$ cat config.mk
export PLATFORM = sky130hd
export DESIGN_NAME = rsm_node
export DESIGN_NICKNAME = d
export VERILOG_FILES = /design/src/hw/rsm_pkg.sv /design/src/hw/rsm_sync3.sv /design/src/hw/rsm_fifo.sv /design/src/hw/rsm_node.sv
export SDC_FILE = /design/constraint.sdc
export NUM_CORES = 2
export LEC_CHECK = 0
export BUFFER_PORTS_ARGS = -buffer_cell sky130_fd_sc_hd__buf_2
export CAP_MARGIN = 5
export CORE_MARGIN = 4
export CORE_UTILIZATION = 40
export CTS_BUF_LIST = sky130_fd_sc_hd__clkbuf_8
export DETAILED_ROUTE_END_ITERATION = 12
export SYNTH_ARGS = -nofsm -noshare
export SYNTH_HDL_FRONTEND = slang
export SYNTH_SLANG_ARGS = --single-unit
$ cat constraint.sdc
create_clock -name mclk_in -period 10.4 [get_ports mclk_in]
set_input_delay 1.04 -clock mclk_in [delete_from_list [all_inputs] [get_ports mclk_in]]
set_output_delay 1.04 -clock mclk_in [all_outputs]
set_load 0.01 [all_outputs]
$ cat src/hw/rsm_pkg.sv
// Shared constants and types for the ring shared-memory node.
package rsm_pkg;
	localparam int ADDR_W = 28;
	localparam int DWA_W = 26;
	localparam int ID_W = 8;
	localparam int ENTRY_W = ID_W + DWA_W + 32;
	localparam int PKT_MAX_WORDS = 16;
	localparam int LEN_W = 4;
	localparam int HDR_ORIG_LSB = 24;
	localparam logic [1:0] BAR_LCFG_MEM = 2'h0;
	localparam logic [1:0] BAR_LCFG_IO = 2'h1;
	localparam logic [1:0] BAR_NODE = 2'h2;
	localparam logic [1:0] BAR_SHMEM = 2'h3;
	localparam logic [27:0] MEM_TOP_128 = 28'h7ffffff;
	localparam logic [27:0] MEM_TOP_256 = 28'hfffffff;
	localparam logic [27:0] SHM_RESERVED_TOP = 28'h000003f;
	localparam logic [7:0] OFS_INTERRUPT_CONTROL_STATE = 8'h68;
	localparam logic [7:0] OFS_NODE_ID = 8'h04;
	localparam logic [7:0] OFS_LOCAL_CTRL_STATUS_FIRST = 8'h08;
	localparam logic [7:0] OFS_SECONDARY_IRQ_STATUS = 8'h10;
	localparam logic [7:0] OFS_SECONDARY_IRQ_ENABLE = 8'h14;
	localparam int IC_PCI_EN = 8;
	localparam int IC_LINT_EN = 11;
	localparam int IC_LINT_ACT = 15;
	localparam int IC_DMA_EN = 18;
	localparam int IC_DMA_DONE = 21;
	localparam logic [31:0] INTERRUPT_CONTROL_STATE_RST = 32'h0000_0000;
	localparam logic [31:0] INTERRUPT_CONTROL_STATE_WMASK = 32'h0004_0900;
	localparam int LC_LED = 31;
	localparam int LC_SIGDET = 0;
	localparam int LC_SYNC = 1;
	localparam int LC_LINK_OK = 2;
	localparam logic LED_RST = 1'b1;
	localparam int LI_OWN = 0;
	localparam int LI_LINKDN = 1;
	localparam int LI_RXERR = 2;
	localparam int LI_NET_LSB = 8;
	localparam int NET_IRQ_N = 5;
	localparam logic [31:0] SECONDARY_IRQ_STATUS_RST = 32'h0000_0000;
	localparam logic [31:0] SECONDARY_IRQ_ENABLE_RST = 32'h0000_0000;
	localparam logic [31:0] SECONDARY_IRQ_STATUS_USED = 32'h0000_1f07;
	typedef enum {T_IDLE, T_GATHER, T_HDR0, T_HDR1, T_DATA, T_CHK} rsm_tx_state_t;
	typedef enum {R_IDLE, R_HDR1, R_DATA, R_DRAIN} rsm_rx_state_t;
endpackage

$ cat src/hw/rsm_sync3.sv
// Three-stage synchroniser with agreement filter for a pin input.
`timescale 1ns/1ps
module rsm_sync3 (
	input wire logic mclk_in,
	input wire logic rst_n_in,
	input wire logic pin_in,
	output logic level_out
);
	logic ff1_reg, ff2_reg, ff3_reg;

	always_ff @(posedge mclk_in or negedge rst_n_in) begin
		if (!rst_n_in) begin
			ff1_reg <= 1'b0;
			ff2_reg <= 1'b0;
			ff3_reg <= 1'b0;
			level_out <= 1'b0;
		end else begin
			ff1_reg <= pin_in;
			ff2_reg <= ff1_reg;
			ff3_reg <= ff2_reg;
			if (ff2_reg == ff3_reg) begin
				level_out <= ff3_reg;
			end
		end
	end
endmodule

$ cat src/hw/rsm_fifo.sv
// Flip-flop FIFO with valid/ready on both sides.
`timescale 1ns/1ps
module rsm_fifo #(
	parameter int W = 66,
	parameter int D = 16
) (
	input wire logic mclk_in,
	input wire logic rst_n_in,
	input wire logic wr_valid_in,
	output logic wr_ready_out,
	input wire logic [W-1:0] wr_data_in,
	output logic rd_valid_out,
	input wire logic rd_ready_in,
	output logic [W-1:0] rd_data_out
);
	localparam int AW = $clog2(D);
	logic [W-1:0] mem_reg [D];
	logic [AW-1:0] wp_reg, rp_reg;
	logic [AW:0] cnt_reg;
	logic do_wr, do_rd;

	if (D < 2 || (D & (D - 1)) != 0) begin : g_chk
		$error("rsm_fifo depth must be a power of two of at least 2");
	end

	assign wr_ready_out = (cnt_reg != (AW + 1)'(D));
	assign rd_valid_out = (cnt_reg != '0);
	assign rd_data_out = mem_reg[rp_reg];
	assign do_wr = wr_valid_in && wr_ready_out;
	assign do_rd = rd_ready_in && rd_valid_out;

	always_ff @(posedge mclk_in) begin
		if (do_wr) begin
			mem_reg[wp_reg] <= wr_data_in;
		end
	end

	always_ff @(posedge mclk_in or negedge rst_n_in) begin
		if (!rst_n_in) begin
			wp_reg <= '0;
			rp_reg <= '0;
			cnt_reg <= '0;
		end else begin
			if (do_wr) begin
				wp_reg <= wp_reg + 1'b1;
			end
			if (do_rd) begin
				rp_reg <= rp_reg + 1'b1;
			end
			cnt_reg <= cnt_reg + (AW + 1)'(do_wr) - (AW + 1)'(do_rd);
		end
	end
endmodule

$ cat src/hw/rsm_node.sv
// One node of the replicated shared-memory ring: host side, SDRAM, packet link, LEDs, interrupts.
`timescale 1ns/1ps
module rsm_node #(
	parameter int MEM_MB = 128,
	parameter int TXF_DEPTH = 16,
	parameter int RXF_DEPTH = 16
) (
	input wire logic mclk_in,
	input wire logic rst_n_in,
	input wire logic [7:0] node_id_in,
	input wire logic host_req_in,
	input wire logic [1:0] host_bar_in,
	input wire logic host_wr_in,
	input wire logic host_dma_in,
	input wire logic [27:0] host_addr_in,
	input wire logic [31:0] host_wdata_in,
	output logic host_ack_out,
	output logic [31:0] host_rdata_out,
	input wire logic dma_done_in,
	input wire logic [4:0] net_irq_in,
	output logic sdram_wr_out,
	output logic sdram_rd_out,
	output logic [25:0] sdram_addr_out,
	output logic [31:0] sdram_wdata_out,
	input wire logic [31:0] sdram_rdata_in,
	input wire logic sig_det_in,
	input wire logic sync_in,
	output logic tx_valid_out,
	output logic tx_sop_out,
	output logic tx_eop_out,
	output logic [31:0] tx_data_out,
	input wire logic tx_ready_in,
	input wire logic rx_valid_in,
	input wire logic rx_sop_in,
	input wire logic rx_eop_in,
	input wire logic [31:0] rx_data_in,
	output logic rx_ready_out,
	output logic inta_n_out,
	output logic led_status_out,
	output logic led_sigdet_out,
	output logic led_own_out
);
	localparam int EW = rsm_pkg::ENTRY_W;
	localparam logic [27:0] MEM_TOP = (MEM_MB == 256) ? rsm_pkg::MEM_TOP_256 : rsm_pkg::MEM_TOP_128;

	if (MEM_MB != 128 && MEM_MB != 256) begin : g_chk
		$error("rsm_node MEM_MB must be 128 or 256");
	end

	function automatic logic [EW-1:0] mk_entry(input logic [7:0] o, input logic [25:0] a,
			input logic [31:0] d);
		mk_entry = {o, a, d};
	endfunction

	//////////////////////////////////////////////////////////////////////////////
	logic sig_det_s, sync_s, link_ok, link_ok_d_reg, id_done_reg;
	logic [7:0] node_id_reg;

	rsm_sync3 u_sd (.mclk_in(mclk_in), .rst_n_in(rst_n_in), .pin_in(sig_det_in),
		.level_out(sig_det_s));
	rsm_sync3 u_sy (.mclk_in(mclk_in), .rst_n_in(rst_n_in), .pin_in(sync_in),
		.level_out(sync_s));
	assign link_ok = sig_det_s && sync_s;

	// Node ID strap is sampled once after reset release.
	always_ff @(posedge mclk_in or negedge rst_n_in) begin
		if (!rst_n_in) begin
			node_id_reg <= '0;
			id_done_reg <= 1'b0;
			link_ok_d_reg <= 1'b0;
		end else begin
			if (!id_done_reg) begin
				node_id_reg <= node_id_in;
			end
			id_done_reg <= 1'b1;
			link_ok_d_reg <= link_ok;
		end
	end

	//////////////////////////////////////////////////////////////////////////////
	logic txf_wv, txf_wr, txf_rv, txf_rr, rxf_wv, rxf_wr, rxf_rv, fwd_go;
	logic [EW-1:0] txf_wd, txf_rd, rxf_wd, rxf_rd;
	logic take, shm, in_win, host_push, ack_reg, rd_wait_reg;
	logic [31:0] interrupt_control_state_reg, secondary_irq_status_reg, secondary_irq_enable_reg;
	logic led_reg, lint_n_reg;

	rsm_fifo #(.W(EW), .D(TXF_DEPTH)) u_txf (.mclk_in(mclk_in), .rst_n_in(rst_n_in),
		.wr_valid_in(txf_wv), .wr_ready_out(txf_wr), .wr_data_in(txf_wd),
		.rd_valid_out(txf_rv), .rd_ready_in(txf_rr), .rd_data_out(txf_rd));
	rsm_fifo #(.W(EW), .D(RXF_DEPTH)) u_rxf (.mclk_in(mclk_in), .rst_n_in(rst_n_in),
		.wr_valid_in(rxf_wv), .wr_ready_out(rxf_wr), .wr_data_in(rxf_wd),
		.rd_valid_out(rxf_rv), .rd_ready_in(fwd_go), .rd_data_out(rxf_rd));

	assign shm = (host_bar_in == rsm_pkg::BAR_SHMEM);
	assign in_win = (host_addr_in <= MEM_TOP);
	// Shared-memory writes stall while the transmit FIFO is full.
	assign take = host_req_in && !ack_reg && !rd_wait_reg && !(shm && host_wr_in && !txf_wr);
	assign host_push = take && shm && host_wr_in && in_win;
	// Forwarding yields the SDRAM port to any host shared-memory access in the same cycle.
	assign fwd_go = rxf_rv && txf_wr && !(take && shm);
	assign txf_wv = host_push || fwd_go;
	assign txf_wd = host_push ? mk_entry(node_id_reg, host_addr_in[27:2], host_wdata_in)
		: rxf_rd;

	always_ff @(posedge mclk_in or negedge rst_n_in) begin
		if (!rst_n_in) begin
			sdram_wr_out <= 1'b0;
			sdram_addr_out <= '0;
			sdram_wdata_out <= '0;
		end else begin
			sdram_wr_out <= host_push || fwd_go;
			if (host_push) begin
				sdram_addr_out <= host_addr_in[27:2];
				sdram_wdata_out <= host_wdata_in;
			end else if (fwd_go) begin
				sdram_addr_out <= rxf_rd[57:32];
				sdram_wdata_out <= rxf_rd[31:0];
			end else if (take && shm) begin
				sdram_addr_out <= host_addr_in[27:2];
			end
		end
	end

	//////////////////////////////////////////////////////////////////////////////
	function automatic logic hit(input logic [1:0] bar, input logic [7:0] ofs);
		hit = (host_addr_in[27:8] == '0) && (host_addr_in[7:0] == ofs) &&
			((bar == rsm_pkg::BAR_NODE) ? (host_bar_in == bar)
			: (host_bar_in == rsm_pkg::BAR_LCFG_MEM || host_bar_in == rsm_pkg::BAR_LCFG_IO));
	endfunction

	logic wr_ic, wr_lc, wr_ls, wr_le;
	logic [31:0] rd_mux, secondary_irq_status_set, local_ctrl_status_first;
	logic own_evt, rxerr_evt;

	assign wr_ic = take && host_wr_in && hit(rsm_pkg::BAR_LCFG_MEM, rsm_pkg::OFS_INTERRUPT_CONTROL_STATE);
	assign wr_lc = take && host_wr_in && hit(rsm_pkg::BAR_NODE, rsm_pkg::OFS_LOCAL_CTRL_STATUS_FIRST);
	assign wr_ls = take && host_wr_in && hit(rsm_pkg::BAR_NODE, rsm_pkg::OFS_SECONDARY_IRQ_STATUS);
	assign wr_le = take && host_wr_in && hit(rsm_pkg::BAR_NODE, rsm_pkg::OFS_SECONDARY_IRQ_ENABLE);
	assign local_ctrl_status_first = {led_reg, 28'h0, link_ok, sync_s, sig_det_s};

	always_comb begin
		rd_mux = 32'h0;
		if (hit(rsm_pkg::BAR_LCFG_MEM, rsm_pkg::OFS_INTERRUPT_CONTROL_STATE)) begin
			rd_mux = interrupt_control_state_reg;
			rd_mux[rsm_pkg::IC_LINT_ACT] = !lint_n_reg;
		end else if (hit(rsm_pkg::BAR_NODE, rsm_pkg::OFS_NODE_ID)) begin
			rd_mux = {24'h0, node_id_reg};
		end else if (hit(rsm_pkg::BAR_NODE, rsm_pkg::OFS_LOCAL_CTRL_STATUS_FIRST)) begin
			rd_mux = local_ctrl_status_first;
		end else if (hit(rsm_pkg::BAR_NODE, rsm_pkg::OFS_SECONDARY_IRQ_STATUS)) begin
			rd_mux = secondary_irq_status_reg;
		end else if (hit(rsm_pkg::BAR_NODE, rsm_pkg::OFS_SECONDARY_IRQ_ENABLE)) begin
			rd_mux = secondary_irq_enable_reg;
		end
	end

	always_ff @(posedge mclk_in or negedge rst_n_in) begin
		if (!rst_n_in) begin
			ack_reg <= 1'b0;
			rd_wait_reg <= 1'b0;
			sdram_rd_out <= 1'b0;
			host_rdata_out <= '0;
		end else begin
			ack_reg <= 1'b0;
			sdram_rd_out <= take && shm && !host_wr_in && in_win;
			rd_wait_reg <= take && shm && !host_wr_in && in_win;
			if (rd_wait_reg) begin
				ack_reg <= 1'b1;
				host_rdata_out <= sdram_rdata_in;
			end else if (take && !(shm && !host_wr_in && in_win)) begin
				ack_reg <= 1'b1;
				host_rdata_out <= host_wr_in ? 32'h0 : rd_mux;
			end
		end
	end
	assign host_ack_out = ack_reg;

	//////////////////////////////////////////////////////////////////////////////
	assign secondary_irq_status_set = (32'(own_evt) << rsm_pkg::LI_OWN) | (32'(rxerr_evt) << rsm_pkg::LI_RXERR)
		| (32'(link_ok_d_reg && !link_ok) << rsm_pkg::LI_LINKDN)
		| (32'(net_irq_in) << rsm_pkg::LI_NET_LSB);

	// Status bits clear on write-one; a new event in the same cycle wins.
	always_ff @(posedge mclk_in or negedge rst_n_in) begin
		if (!rst_n_in) begin
			secondary_irq_status_reg <= rsm_pkg::SECONDARY_IRQ_STATUS_RST;
			secondary_irq_enable_reg <= rsm_pkg::SECONDARY_IRQ_ENABLE_RST;
			interrupt_control_state_reg <= rsm_pkg::INTERRUPT_CONTROL_STATE_RST;
			led_reg <= rsm_pkg::LED_RST;
			lint_n_reg <= 1'b1;
			inta_n_out <= 1'b1;
		end else begin
			secondary_irq_status_reg <= ((secondary_irq_status_reg & ~(wr_ls ? host_wdata_in : 32'h0)) | secondary_irq_status_set)
				& rsm_pkg::SECONDARY_IRQ_STATUS_USED;
			if (wr_le) begin
				secondary_irq_enable_reg <= host_wdata_in & rsm_pkg::SECONDARY_IRQ_STATUS_USED;
			end
			if (wr_lc) begin
				led_reg <= host_wdata_in[rsm_pkg::LC_LED];
			end
			if (wr_ic) begin
				interrupt_control_state_reg <= (host_wdata_in & rsm_pkg::INTERRUPT_CONTROL_STATE_WMASK)
					| (interrupt_control_state_reg & ~rsm_pkg::INTERRUPT_CONTROL_STATE_WMASK);
				if (host_wdata_in[rsm_pkg::IC_DMA_DONE]) begin
					interrupt_control_state_reg[rsm_pkg::IC_DMA_DONE] <= 1'b0;
				end
			end
			if (dma_done_in) begin
				interrupt_control_state_reg[rsm_pkg::IC_DMA_DONE] <= 1'b1;
			end
			lint_n_reg <= !(|(secondary_irq_status_reg & secondary_irq_enable_reg));
			inta_n_out <= !(interrupt_control_state_reg[rsm_pkg::IC_PCI_EN] &&
				((interrupt_control_state_reg[rsm_pkg::IC_LINT_EN] && !lint_n_reg) ||
				(interrupt_control_state_reg[rsm_pkg::IC_DMA_EN] && interrupt_control_state_reg[rsm_pkg::IC_DMA_DONE])));
		end
	end

	always_ff @(posedge mclk_in or negedge rst_n_in) begin
		if (!rst_n_in) begin
			led_status_out <= rsm_pkg::LED_RST;
			led_sigdet_out <= 1'b0;
			led_own_out <= 1'b0;
		end else begin
			led_status_out <= led_reg;
			led_sigdet_out <= sig_det_s;
			led_own_out <= secondary_irq_status_reg[rsm_pkg::LI_OWN] | own_evt;
		end
	end

	//////////////////////////////////////////////////////////////////////////////
	rsm_pkg::rsm_tx_state_t ts_reg;
	logic [31:0] tbuf_reg [rsm_pkg::PKT_MAX_WORDS];
	logic [7:0] t_orig_reg;
	logic [25:0] t_addr_reg;
	logic [4:0] t_n_reg, t_i_reg;
	logic [31:0] t_chk_reg;
	logic out_free, t_match;

	assign out_free = !tx_valid_out || tx_ready_in;
	assign t_match = txf_rv && (txf_rd[65:58] == t_orig_reg) && (t_n_reg != 5'd16)
		&& (txf_rd[57:32] == t_addr_reg + 26'(t_n_reg));
	assign txf_rr = ((ts_reg == rsm_pkg::T_IDLE) && link_ok) ||
		((ts_reg == rsm_pkg::T_GATHER) && t_match && link_ok);

	always_ff @(posedge mclk_in or negedge rst_n_in) begin
		if (!rst_n_in) begin
			ts_reg <= rsm_pkg::T_IDLE;
			t_orig_reg <= '0;
			t_addr_reg <= '0;
			t_n_reg <= '0;
			t_i_reg <= '0;
			t_chk_reg <= '0;
			tx_valid_out <= 1'b0;
			tx_sop_out <= 1'b0;
			tx_eop_out <= 1'b0;
			tx_data_out <= '0;
		end else if (!link_ok) begin
			ts_reg <= rsm_pkg::T_IDLE;
			tx_valid_out <= 1'b0;
		end else begin
			if (tx_ready_in) begin
				tx_valid_out <= 1'b0;
			end
			case (ts_reg)
				rsm_pkg::T_IDLE: begin
					if (txf_rv) begin
						t_orig_reg <= txf_rd[65:58];
						t_addr_reg <= txf_rd[57:32];
						tbuf_reg[0] <= txf_rd[31:0];
						t_n_reg <= 5'd1;
						ts_reg <= rsm_pkg::T_GATHER;
					end
				end
				rsm_pkg::T_GATHER: begin
					if (t_match) begin
						tbuf_reg[t_n_reg[3:0]] <= txf_rd[31:0];
						t_n_reg <= t_n_reg + 5'd1;
					end else begin
						ts_reg <= rsm_pkg::T_HDR0;
					end
				end
				rsm_pkg::T_HDR0: begin
					if (out_free) begin
						tx_valid_out <= 1'b1;
						tx_sop_out <= 1'b1;
						tx_eop_out <= 1'b0;
						tx_data_out <= {t_orig_reg, 20'h0, 4'(t_n_reg - 5'd1)};
						t_chk_reg <= {t_orig_reg, 20'h0, 4'(t_n_reg - 5'd1)};
						ts_reg <= rsm_pkg::T_HDR1;
					end
				end
				rsm_pkg::T_HDR1: begin
					if (out_free) begin
						tx_valid_out <= 1'b1;
						tx_sop_out <= 1'b0;
						tx_data_out <= {6'h0, t_addr_reg};
						t_chk_reg <= t_chk_reg ^ {6'h0, t_addr_reg};
						t_i_reg <= '0;
						ts_reg <= rsm_pkg::T_DATA;
					end
				end
				rsm_pkg::T_DATA: begin
					if (out_free) begin
						tx_valid_out <= 1'b1;
						tx_data_out <= tbuf_reg[t_i_reg[3:0]];
						t_chk_reg <= t_chk_reg ^ tbuf_reg[t_i_reg[3:0]];
						t_i_reg <= t_i_reg + 5'd1;
						if (t_i_reg + 5'd1 == t_n_reg) begin
							ts_reg <= rsm_pkg::T_CHK;
						end
					end
				end
				rsm_pkg::T_CHK: begin
					if (out_free) begin
						tx_valid_out <= 1'b1;
						tx_eop_out <= 1'b1;
						tx_data_out <= t_chk_reg;
						ts_reg <= rsm_pkg::T_IDLE;
					end
				end
				default: ts_reg <= rsm_pkg::T_IDLE;
			endcase
		end
	end

	//////////////////////////////////////////////////////////////////////////////
	rsm_pkg::rsm_rx_state_t rs_reg;
	logic [31:0] rbuf_reg [rsm_pkg::PKT_MAX_WORDS];
	logic [7:0] r_orig_reg;
	logic [3:0] r_len_reg;
	logic [25:0] r_addr_reg;
	logic [4:0] r_n_reg, r_i_reg;
	logic [31:0] r_chk_reg;
	logic r_good, r_take;

	assign r_take = rx_valid_in && rx_ready_out;
	assign r_good = (rx_data_in == r_chk_reg) && (r_n_reg == 5'(r_len_reg) + 5'd1);
	assign own_evt = r_take && rx_eop_in && rs_reg == rsm_pkg::R_DATA && r_good
		&& r_orig_reg == node_id_reg;
	assign rxerr_evt = r_take && ((rx_sop_in && rs_reg != rsm_pkg::R_IDLE) ||
		(rx_eop_in && (rs_reg != rsm_pkg::R_DATA || !r_good)) ||
		(rs_reg == rsm_pkg::R_DATA && !rx_eop_in && r_n_reg == 5'd16));
	assign rxf_wv = (rs_reg == rsm_pkg::R_DRAIN);
	assign rxf_wd = mk_entry(r_orig_reg, r_addr_reg + 26'(r_i_reg), rbuf_reg[r_i_reg[3:0]]);

	always_ff @(posedge mclk_in or negedge rst_n_in) begin
		if (!rst_n_in) begin
			rs_reg <= rsm_pkg::R_IDLE;
			rx_ready_out <= 1'b1;
			r_orig_reg <= '0;
			r_len_reg <= '0;
			r_addr_reg <= '0;
			r_n_reg <= '0;
			r_i_reg <= '0;
			r_chk_reg <= '0;
		end else if (rxerr_evt) begin
			rs_reg <= rsm_pkg::R_IDLE;
		end else begin
			case (rs_reg)
				rsm_pkg::R_IDLE: begin
					if (r_take && rx_sop_in) begin
						r_orig_reg <= rx_data_in[31:24];
						r_len_reg <= rx_data_in[3:0];
						r_chk_reg <= rx_data_in;
						rs_reg <= rsm_pkg::R_HDR1;
					end
				end
				rsm_pkg::R_HDR1: begin
					if (r_take) begin
						r_addr_reg <= rx_data_in[25:0];
						r_chk_reg <= r_chk_reg ^ rx_data_in;
						r_n_reg <= '0;
						rs_reg <= rsm_pkg::R_DATA;
					end
				end
				rsm_pkg::R_DATA: begin
					if (r_take && rx_eop_in) begin
						r_i_reg <= '0;
						if (r_orig_reg == node_id_reg) begin
							rs_reg <= rsm_pkg::R_IDLE;
						end else begin
							rs_reg <= rsm_pkg::R_DRAIN;
							rx_ready_out <= 1'b0;
						end
					end else if (r_take) begin
						rbuf_reg[r_n_reg[3:0]] <= rx_data_in;
						r_chk_reg <= r_chk_reg ^ rx_data_in;
						r_n_reg <= r_n_reg + 5'd1;
					end
				end
				rsm_pkg::R_DRAIN: begin
					if (rxf_wr) begin
						r_i_reg <= r_i_reg + 5'd1;
						if (r_i_reg + 5'd1 == r_n_reg) begin
							rs_reg <= rsm_pkg::R_IDLE;
							rx_ready_out <= 1'b1;
						end
					end
				end
				default: rs_reg <= rsm_pkg::R_IDLE;
			endcase
		end
	end
endmodule

# Yosys cells after proc, flatten, opt, wreduce, memory -nomap -nowiden
# Memory sizes are Yosys's and may differ from the RTL's.
# Cells that the tools add are included.
totals:
  reg_bits: 447
  ramBits: 3136
  input_bits: 151
  out_inout_bits: 133
  memories: 4
mem_list:
  columns: ["memory", "words", "width", "rd", "rd_ports_with_merged_regs", "write_ports", "line_no", "text"]
  rows:
  - ["u_rxf.mem_reg", 16, 66, 1, 0, 1, "rsm_fifo.sv:17", "logic [W-1:0] mem_reg [D];"]
  - ["u_txf.mem_reg", 16, 66, 1, 0, 1, "rsm_fifo.sv:17", null]
  - ["rbuf_reg", 16, 32, 1, 0, 1, "rsm_node.sv:328", "logic [31:0] rbuf_reg [rsm_pkg::PKT_MAX_WORDS];"]
  - ["tbuf_reg", 16, 32, 1, 0, 1, "rsm_node.sv:232", "logic [31:0] tbuf_reg [rsm_pkg::PKT_MAX_WORDS];"]
op_classes:
  addsub: 16
  magnitude_cmp: 1
  eq_ne: 59
  n_mux: 95
  n_bitwise: 13
  n_reduce_logical: 121
ops:
  columns: ["cell", "count"]
  rows:
  - ["2-to-1 mux 32 bit", 32]
  - ["one-hot mux 32 bit (4 select lines)", 2]
  - ["one-hot mux 32 bit (3 select lines)", 2]
  - ["one-hot mux 32 bit (6 select lines)", 1]
  - ["== test 32 x 2 -> 1 bit (second input constant)", 5]
  - ["== test 32 x 3 -> 1 bit (second input constant)", 4]
  - ["zero test 32 bit", 3]
  - ["2-to-1 mux 26 bit", 3]
  - ["2-to-1 mux 66 bit", 1]
  - ["== test 32 x 1 -> 1 bit (second input constant)", 2]
  - ["OR reduction 32 bit", 2]
  - ["XOR 32 bit", 2]
  - ["logical AND 1 bit", 60]
  - ["adder 26 x 5 -> 26 bit", 2]
  - ["2-to-1 mux 5 bit", 9]
  - ["one-hot mux 5 bit (2 select lines)", 4]
  - ["2-to-1 mux 13 bit", 3]
  - ["!= test 3 bit (second input constant)", 11]
  - ["== test 32 bit", 1]
  - ["2-to-1 mux 1 bit", 32]
  - ["!= test 32 x 3 -> 1 bit (second input constant)", 1]
  - ["bitwise OR 19 x 32 -> 32 bit", 1]
  - ["nonzero test 32 bit", 1]
  - ["XOR 32 x 26 -> 32 bit", 1]
  - ["48 further kinds", 120]

# Depth between registers and ports, before layout
depth:
  ltp_word: 13
  depth_mapped: 23

# By module
# Synthesis repeated with hierarchy kept, for this count alone.
hier_totals:
  hier_cells: 7280
  area_unflattened_um2: 138587.9
modules_own_cells:
  columns: ["module", "instances", "cells_per_inst", "area_per_inst_um2"]
  rows:
  - ["rsm_node", 1, 3302, 56380.3]
  - ["rsm_fifo at u_txf", 1, 1984, 40995.6]
  - ["rsm_fifo at u_rxf", 1, 1984, 40989.3]
  - ["rsm_sync3", 2, 5, 111.4]

# Least setup slack after synthesis
# No wires, ideal clock.
synth_timing:
  path_type: "input to register"
  from: "input host_req_in"
  to: "memory u_txf.mem_reg[5][0], enable pin"
  setup_time_ps: 585
  arrival_ps: 7930
  setup_slack_ps: 1885
  path_stages: 9
  path_buffers: 1
  path_cell_list: "or3b_2 > a41oi_1 > nand2_1 > nor3_1 > nor2_1 > inv_1 > clkbuf_1 > nand2_1 > nor3b_1"
synth_between:
  elab_chain_cells: 10
synth_rtl:
  columns: ["item", "line_no", "text"]
  rows:
  - ["from (decl)", "rsm_node.sv:11", "input wire logic host_req_in,"]
  - ["logical AND 1 bit * (3 in series)", "rsm_node.sv:97", "assign take = host_req_in && !ack_reg && !rd_wait_reg && !(shm && host_wr_in && !txf_wr);"]
  - ["logical AND 1 bit *", "rsm_node.sv:98, rsm_node.sv:100", null]
  - ["logical AND 1 bit / zero test 1 bit (equally long branches)", "rsm_node.sv:98, rsm_node.sv:100", null]
  - ["logical AND 1 bit, on equally long branches", "rsm_node.sv:98, rsm_node.sv:100", null]
  - ["logical OR 1 bit *", "rsm_node.sv:101", "assign txf_wv = host_push || fwd_go;"]
  - ["logical AND 1 bit *", "rsm_fifo.sv:29", "assign do_wr = wr_valid_in && wr_ready_out;"]
  - ["2-to-1 mux 1 bit *", "rsm_fifo.sv:33", "if (do_wr) begin"]
  - ["2-to-1 mux 1 bit (not written as such) *", "rsm_fifo.sv:34", "mem_reg[wp_reg] <= wr_data_in;"]
  - ["to (decl)", "rsm_fifo.sv:17", null]
# Every way passes the cells marked *; elsewhere a longest branch is shown, timed or not.

# Final worst setup path
layout_timing:
  from: "register u_txf.rp_reg[1]"
  to: "memory tbuf_reg[5][22], enable pin"
layout_between:
  elab_chain_cells: 12
layout_rtl:
  columns: ["item", "line_no", "text"]
  rows:
  - ["from (decl)", "rsm_fifo.sv:18", "logic [AW-1:0] wp_reg, rp_reg;"]
  - ["from (signal assigned)", "rsm_fifo.sv:48", "rp_reg <= rp_reg + 1'b1;"]
  - ["memory read (16 x 66 bit) *", null, null]
  - ["== test 8 bit", "rsm_node.sv:240", "assign t_match = txf_rv && (txf_rd[65:58] == t_orig_reg) && (t_n_reg != 5'd16)"]
  - ["logical AND 1 bit (2 in series)", "rsm_node.sv:240", null]
  - ["logical AND 1 bit *", "rsm_node.sv:241", "&& (txf_rd[57:32] == t_addr_reg + 26'(t_n_reg));"]
  - ["2-to-1 mux 1 bit *", "rsm_node.sv:275", "if (t_match) begin"]
  - ["2-to-1 mux 1 bit *", "rsm_node.sv:264", "case (ts_reg)"]
  - ["2-to-1 mux 1 bit *", "rsm_node.sv:257", "end else if (!link_ok) begin"]
  - ["logical AND 1 bit (not written as such) *", "rsm_node.sv:276", "tbuf_reg[t_n_reg[3:0]] <= txf_rd[31:0];"]
  - ["2-to-1 mux 1 bit (not written as such) *", "rsm_node.sv:276", null]
  - ["OR reduction 32 bit (no source line)", null, null]
  - ["2-to-1 mux 4 bit (no source line) / 2-to-1 mux 1 bit (equally long branches)", null, null]
  - ["to (decl)", "rsm_node.sv:232", null]
# Marked as above.

==> results by group <==
Status
  • Status: completed

Timing
  • Fin Hold WS: 0.0933 ns
  • Unrepaired setup endpoints after global routing: false
  • Clock Skew: 0.0525 ns
  • Fmax: 0.156 GHz
  • Pins Over Slew Limit: 0
  • Fin crit share: 0.616
  • Final setup vio count: 0
  • Worst-Margin Slew: 1.37 ns
  • Worst setup margin: 4.00 ns
  • Period minus WS final: 6.40 ns
  • Sum Neg Setup Slack: 0 ns
  • Final hold viol count: 0
  • Max_slew headroom: 0.0773

Critical path
  • Crit Path Category: register to register
  • Worst path most repeated cell: buf_4
  • Slowest cell on crit path: buf_4
  • Worst setup SP type: register
  • Critical path depth: 11
  • Bufs and invs on worst path: 2
  • Flop2flop setup slack: 4.00 ns
  • CP top delay family: simple AND/OR/NAND/NOR gates
  • Worst r2r path cells: 11
  • Worst path arrival time: 7.17 ns
  • CP cell instances: buf_4 > nor2b_1 > a22oi_1 > a32oi_1 > o21a_1 > xor2_1 > or4b_1 > or4_1 > or2_1 > nor4_2 > buf_4
  • CP Capture Type: register
  • Max incr delay on CP: 0.97 ns
  • Worst EP required: 11.17 ns
  • Crit path max fanout: 74

Layout
  • Area Growth Syn to Fin: 13.2%
  • # fillers: 29300
  • Post-route cell area: 157000 um^2
  • Final nets: 8071
  • Layout cell share with drive strength beyond 1: 0.261
  • FF/Latch Area: 103000 um^2
  • Area of the multi-input gates: 33800 um^2

Global route
  • Largest net degree at the start of global routing: 127
  • Vias in the first global route: 75100
  • Remaining Overflow, GRT: 0
  • Antenna violations before repair: 25
  • First-pass GRT wire length: 526000 um
  • Global Route Usage Sum: 0.202

Synthesis
  • Largest cells by area after synthesis: edfxtp_1 68%, mux4_2 12%, dfrtp_1 6.4%
  • Syn avg cell area: 19.2 um^2
  • Largest area contributor in the netlist: edfxtp_1
  • Post-synth top flop: edfxtp_1
  • Cells after synthesis: 7189
  • Share of the synthesized area in the top cell type: 0.681
  • Seq/Total Area, Yosys: 0.746
  • Register bit total from synthesis: 3496
  • FFs w/ async S/R, synth: 0.103
  • Mapped Area: 138000 um^2
  • Synth warn: 0
  • Synthesized net count: 7390
  • Number of synthesized flops with an enable pin: 3136
  • Synth cell types: 76

CTS
  • Worst-path clk slew: 0.07 ns
  • Total clock sinks: 3496
  • Root Buffer: clkbuf_8
  • Hold-fix buffers, CTS: 15
  • H-tree depth: 6
  • Postcts setup bufs: 0
  • CTS tree: yes
  • TritonCTS buffer count: 579
  • Post-CTS sizing: 0
  • Clock Tree Buf Depth: 4
  • Clk_lat worst skew: 1.18 ns

Placement
  • DP Area: 146000 um^2
  • Port-buffer cells: 282
  • Pre-CTS setup slack: 3.94 ns
  • Post-DP HPWL: 210000 um
  • GP Congestion: 0.881

Floorplan
  • FP Rows: 215
  • I/O pins: 284
  • Starting Density: 0.402
  • Die Width: 596 um
  • Core Footprint: 344000 um^2
  • Total die area: 355000 um^2
  • Die extent in y: 596 um

Routing
  • DR vias: 72300
  • Final WL: 365000 um
  • # DRC: 0
  • DR pass1 iterations: 6
  • Final ANT Viol Nets: 0
  • Starting DRT DRC Count: 6712
  • Via density: 5.61
  • DR WL/cell: 28.3 um

Pwr
  • Worst vdd ir: 0.000241 V
  • Leakage: 51.2 nW
  • Pwr Density: 253 nW/um^2

Min path
  • Worst hold path class: input port to register
  • Worst hold path depth: 2

Run
  • Max-Cap Viols: 0
==> cell usage after synthesis, types with 5 or more instances <==
library cell	n
a21o_1	17
a21oi_1	142
a221oi_1	30
a222oi_1	5
a22o_1	28
a22oi_1	118
a31oi_1	61
and2_1	16
and3_1	23
buf_1	99
buf_2	13
buf_6	13
clkbuf_1	263
dfrtp_1	355
dfstp_2	5
edfxtp_1	3136
ha_1	46
inv_1	59
mux2_2	154
mux2i_1	249
mux4_1	8
mux4_2	734
nand2_1	444
nand2b_1	18
nand3_1	101
nand4_1	23
nand4b_1	7
nor2_1	230
nor2b_1	13
nor3_1	42
nor3b_1	7
nor4_1	32
o2111ai_1	8
o211ai_1	11
o21a_1	7
o21ai_0	287
o221ai_1	105
o22ai_1	11
o31ai_1	35
or3_1	9
or4_1	6
xnor2_1	111
xor2_1	37
==> report_power, final <==
group,internal (mW),switching (mW)
combinational,3.33,6.41
clock,5.44,5.51
sequential,18.1,0.794
total,26.9,12.7
==> final timing paths <==
path	end	startpoint
hold / removal	node_id_reg[0]	node_id_in[0]
setup / recovery	tbuf_reg[5][22]	u_txf.rp_reg[1]
min in group asynchronous	t_n_reg[0]	rst_n_in
hold reg to reg	u_sy.ff2_reg	u_sy.ff1_reg
max in group asynchronous	rd_wait_reg	rst_n_in
setup reg to reg	tbuf_reg[5][22]	u_txf.rp_reg[1]
==> metrics by stage <==
stage / util / std cells / total power [mW]
2_1_floorplan: - / 7189 / 25.0
3_3_place_gp: 0.424 / 11800 / 28.6
3_5_place_dp: 0.424 / 11800 / 28.9
4_1_cts: 0.455 / 12900 / 39.9
5_1_grt: 0.455 / 12900 / 41.4
6_report: 0.456 / 12900 / 39.6
==> layout by cell type (no fill, tap or decap), types with 189 or more instances in the layout <==
master,Yosys,layout
edfxtp_1,3136,3136
nand2_1,444,443
nor2_1,230,202
o21ai_0,287,247
mux2i_1,249,249
buf_2,13,281
mux4_2,734,734
buf_4,3,189
clkbuf_8,0,595
dfrtp_1,355,339
inv_1,59,283
==> metal layers <==
layer  up-vias  GRT usage  share of wire
met5         -          0       0.000019
met4         2     0.0931          0.049
met1     38400      0.256           0.39
met2      2484      0.342           0.50
li1      30800          -              -
met3       654     0.0316          0.055
==> layout make-up <==
class | instances | share of cell area
Antenna cell | 39 | 0.000623
Timing Repair Buffer | 495 | 0.0201
Multi-Input combinational cell | 3238 | 0.216
Sequential cell | 3496 | 0.659
Clock buffer | 594 | 0.0522
Clock inverter | 425 | 0.0140
Tap cell | 4557 | 0.0364
Inverter | 60 | 0.00144
==> logic make-up after synthesis <==
family          share of synthesized area
flops                               0.746
other cells                     0.0000271
fa+ha+maj                         0.00488
simple gates                       0.0323
mux                                 0.152
xor+xnor                           0.0102
buf+inv                            0.0135
compound gates                     0.0416
Power figures use the tool's default switching activity.
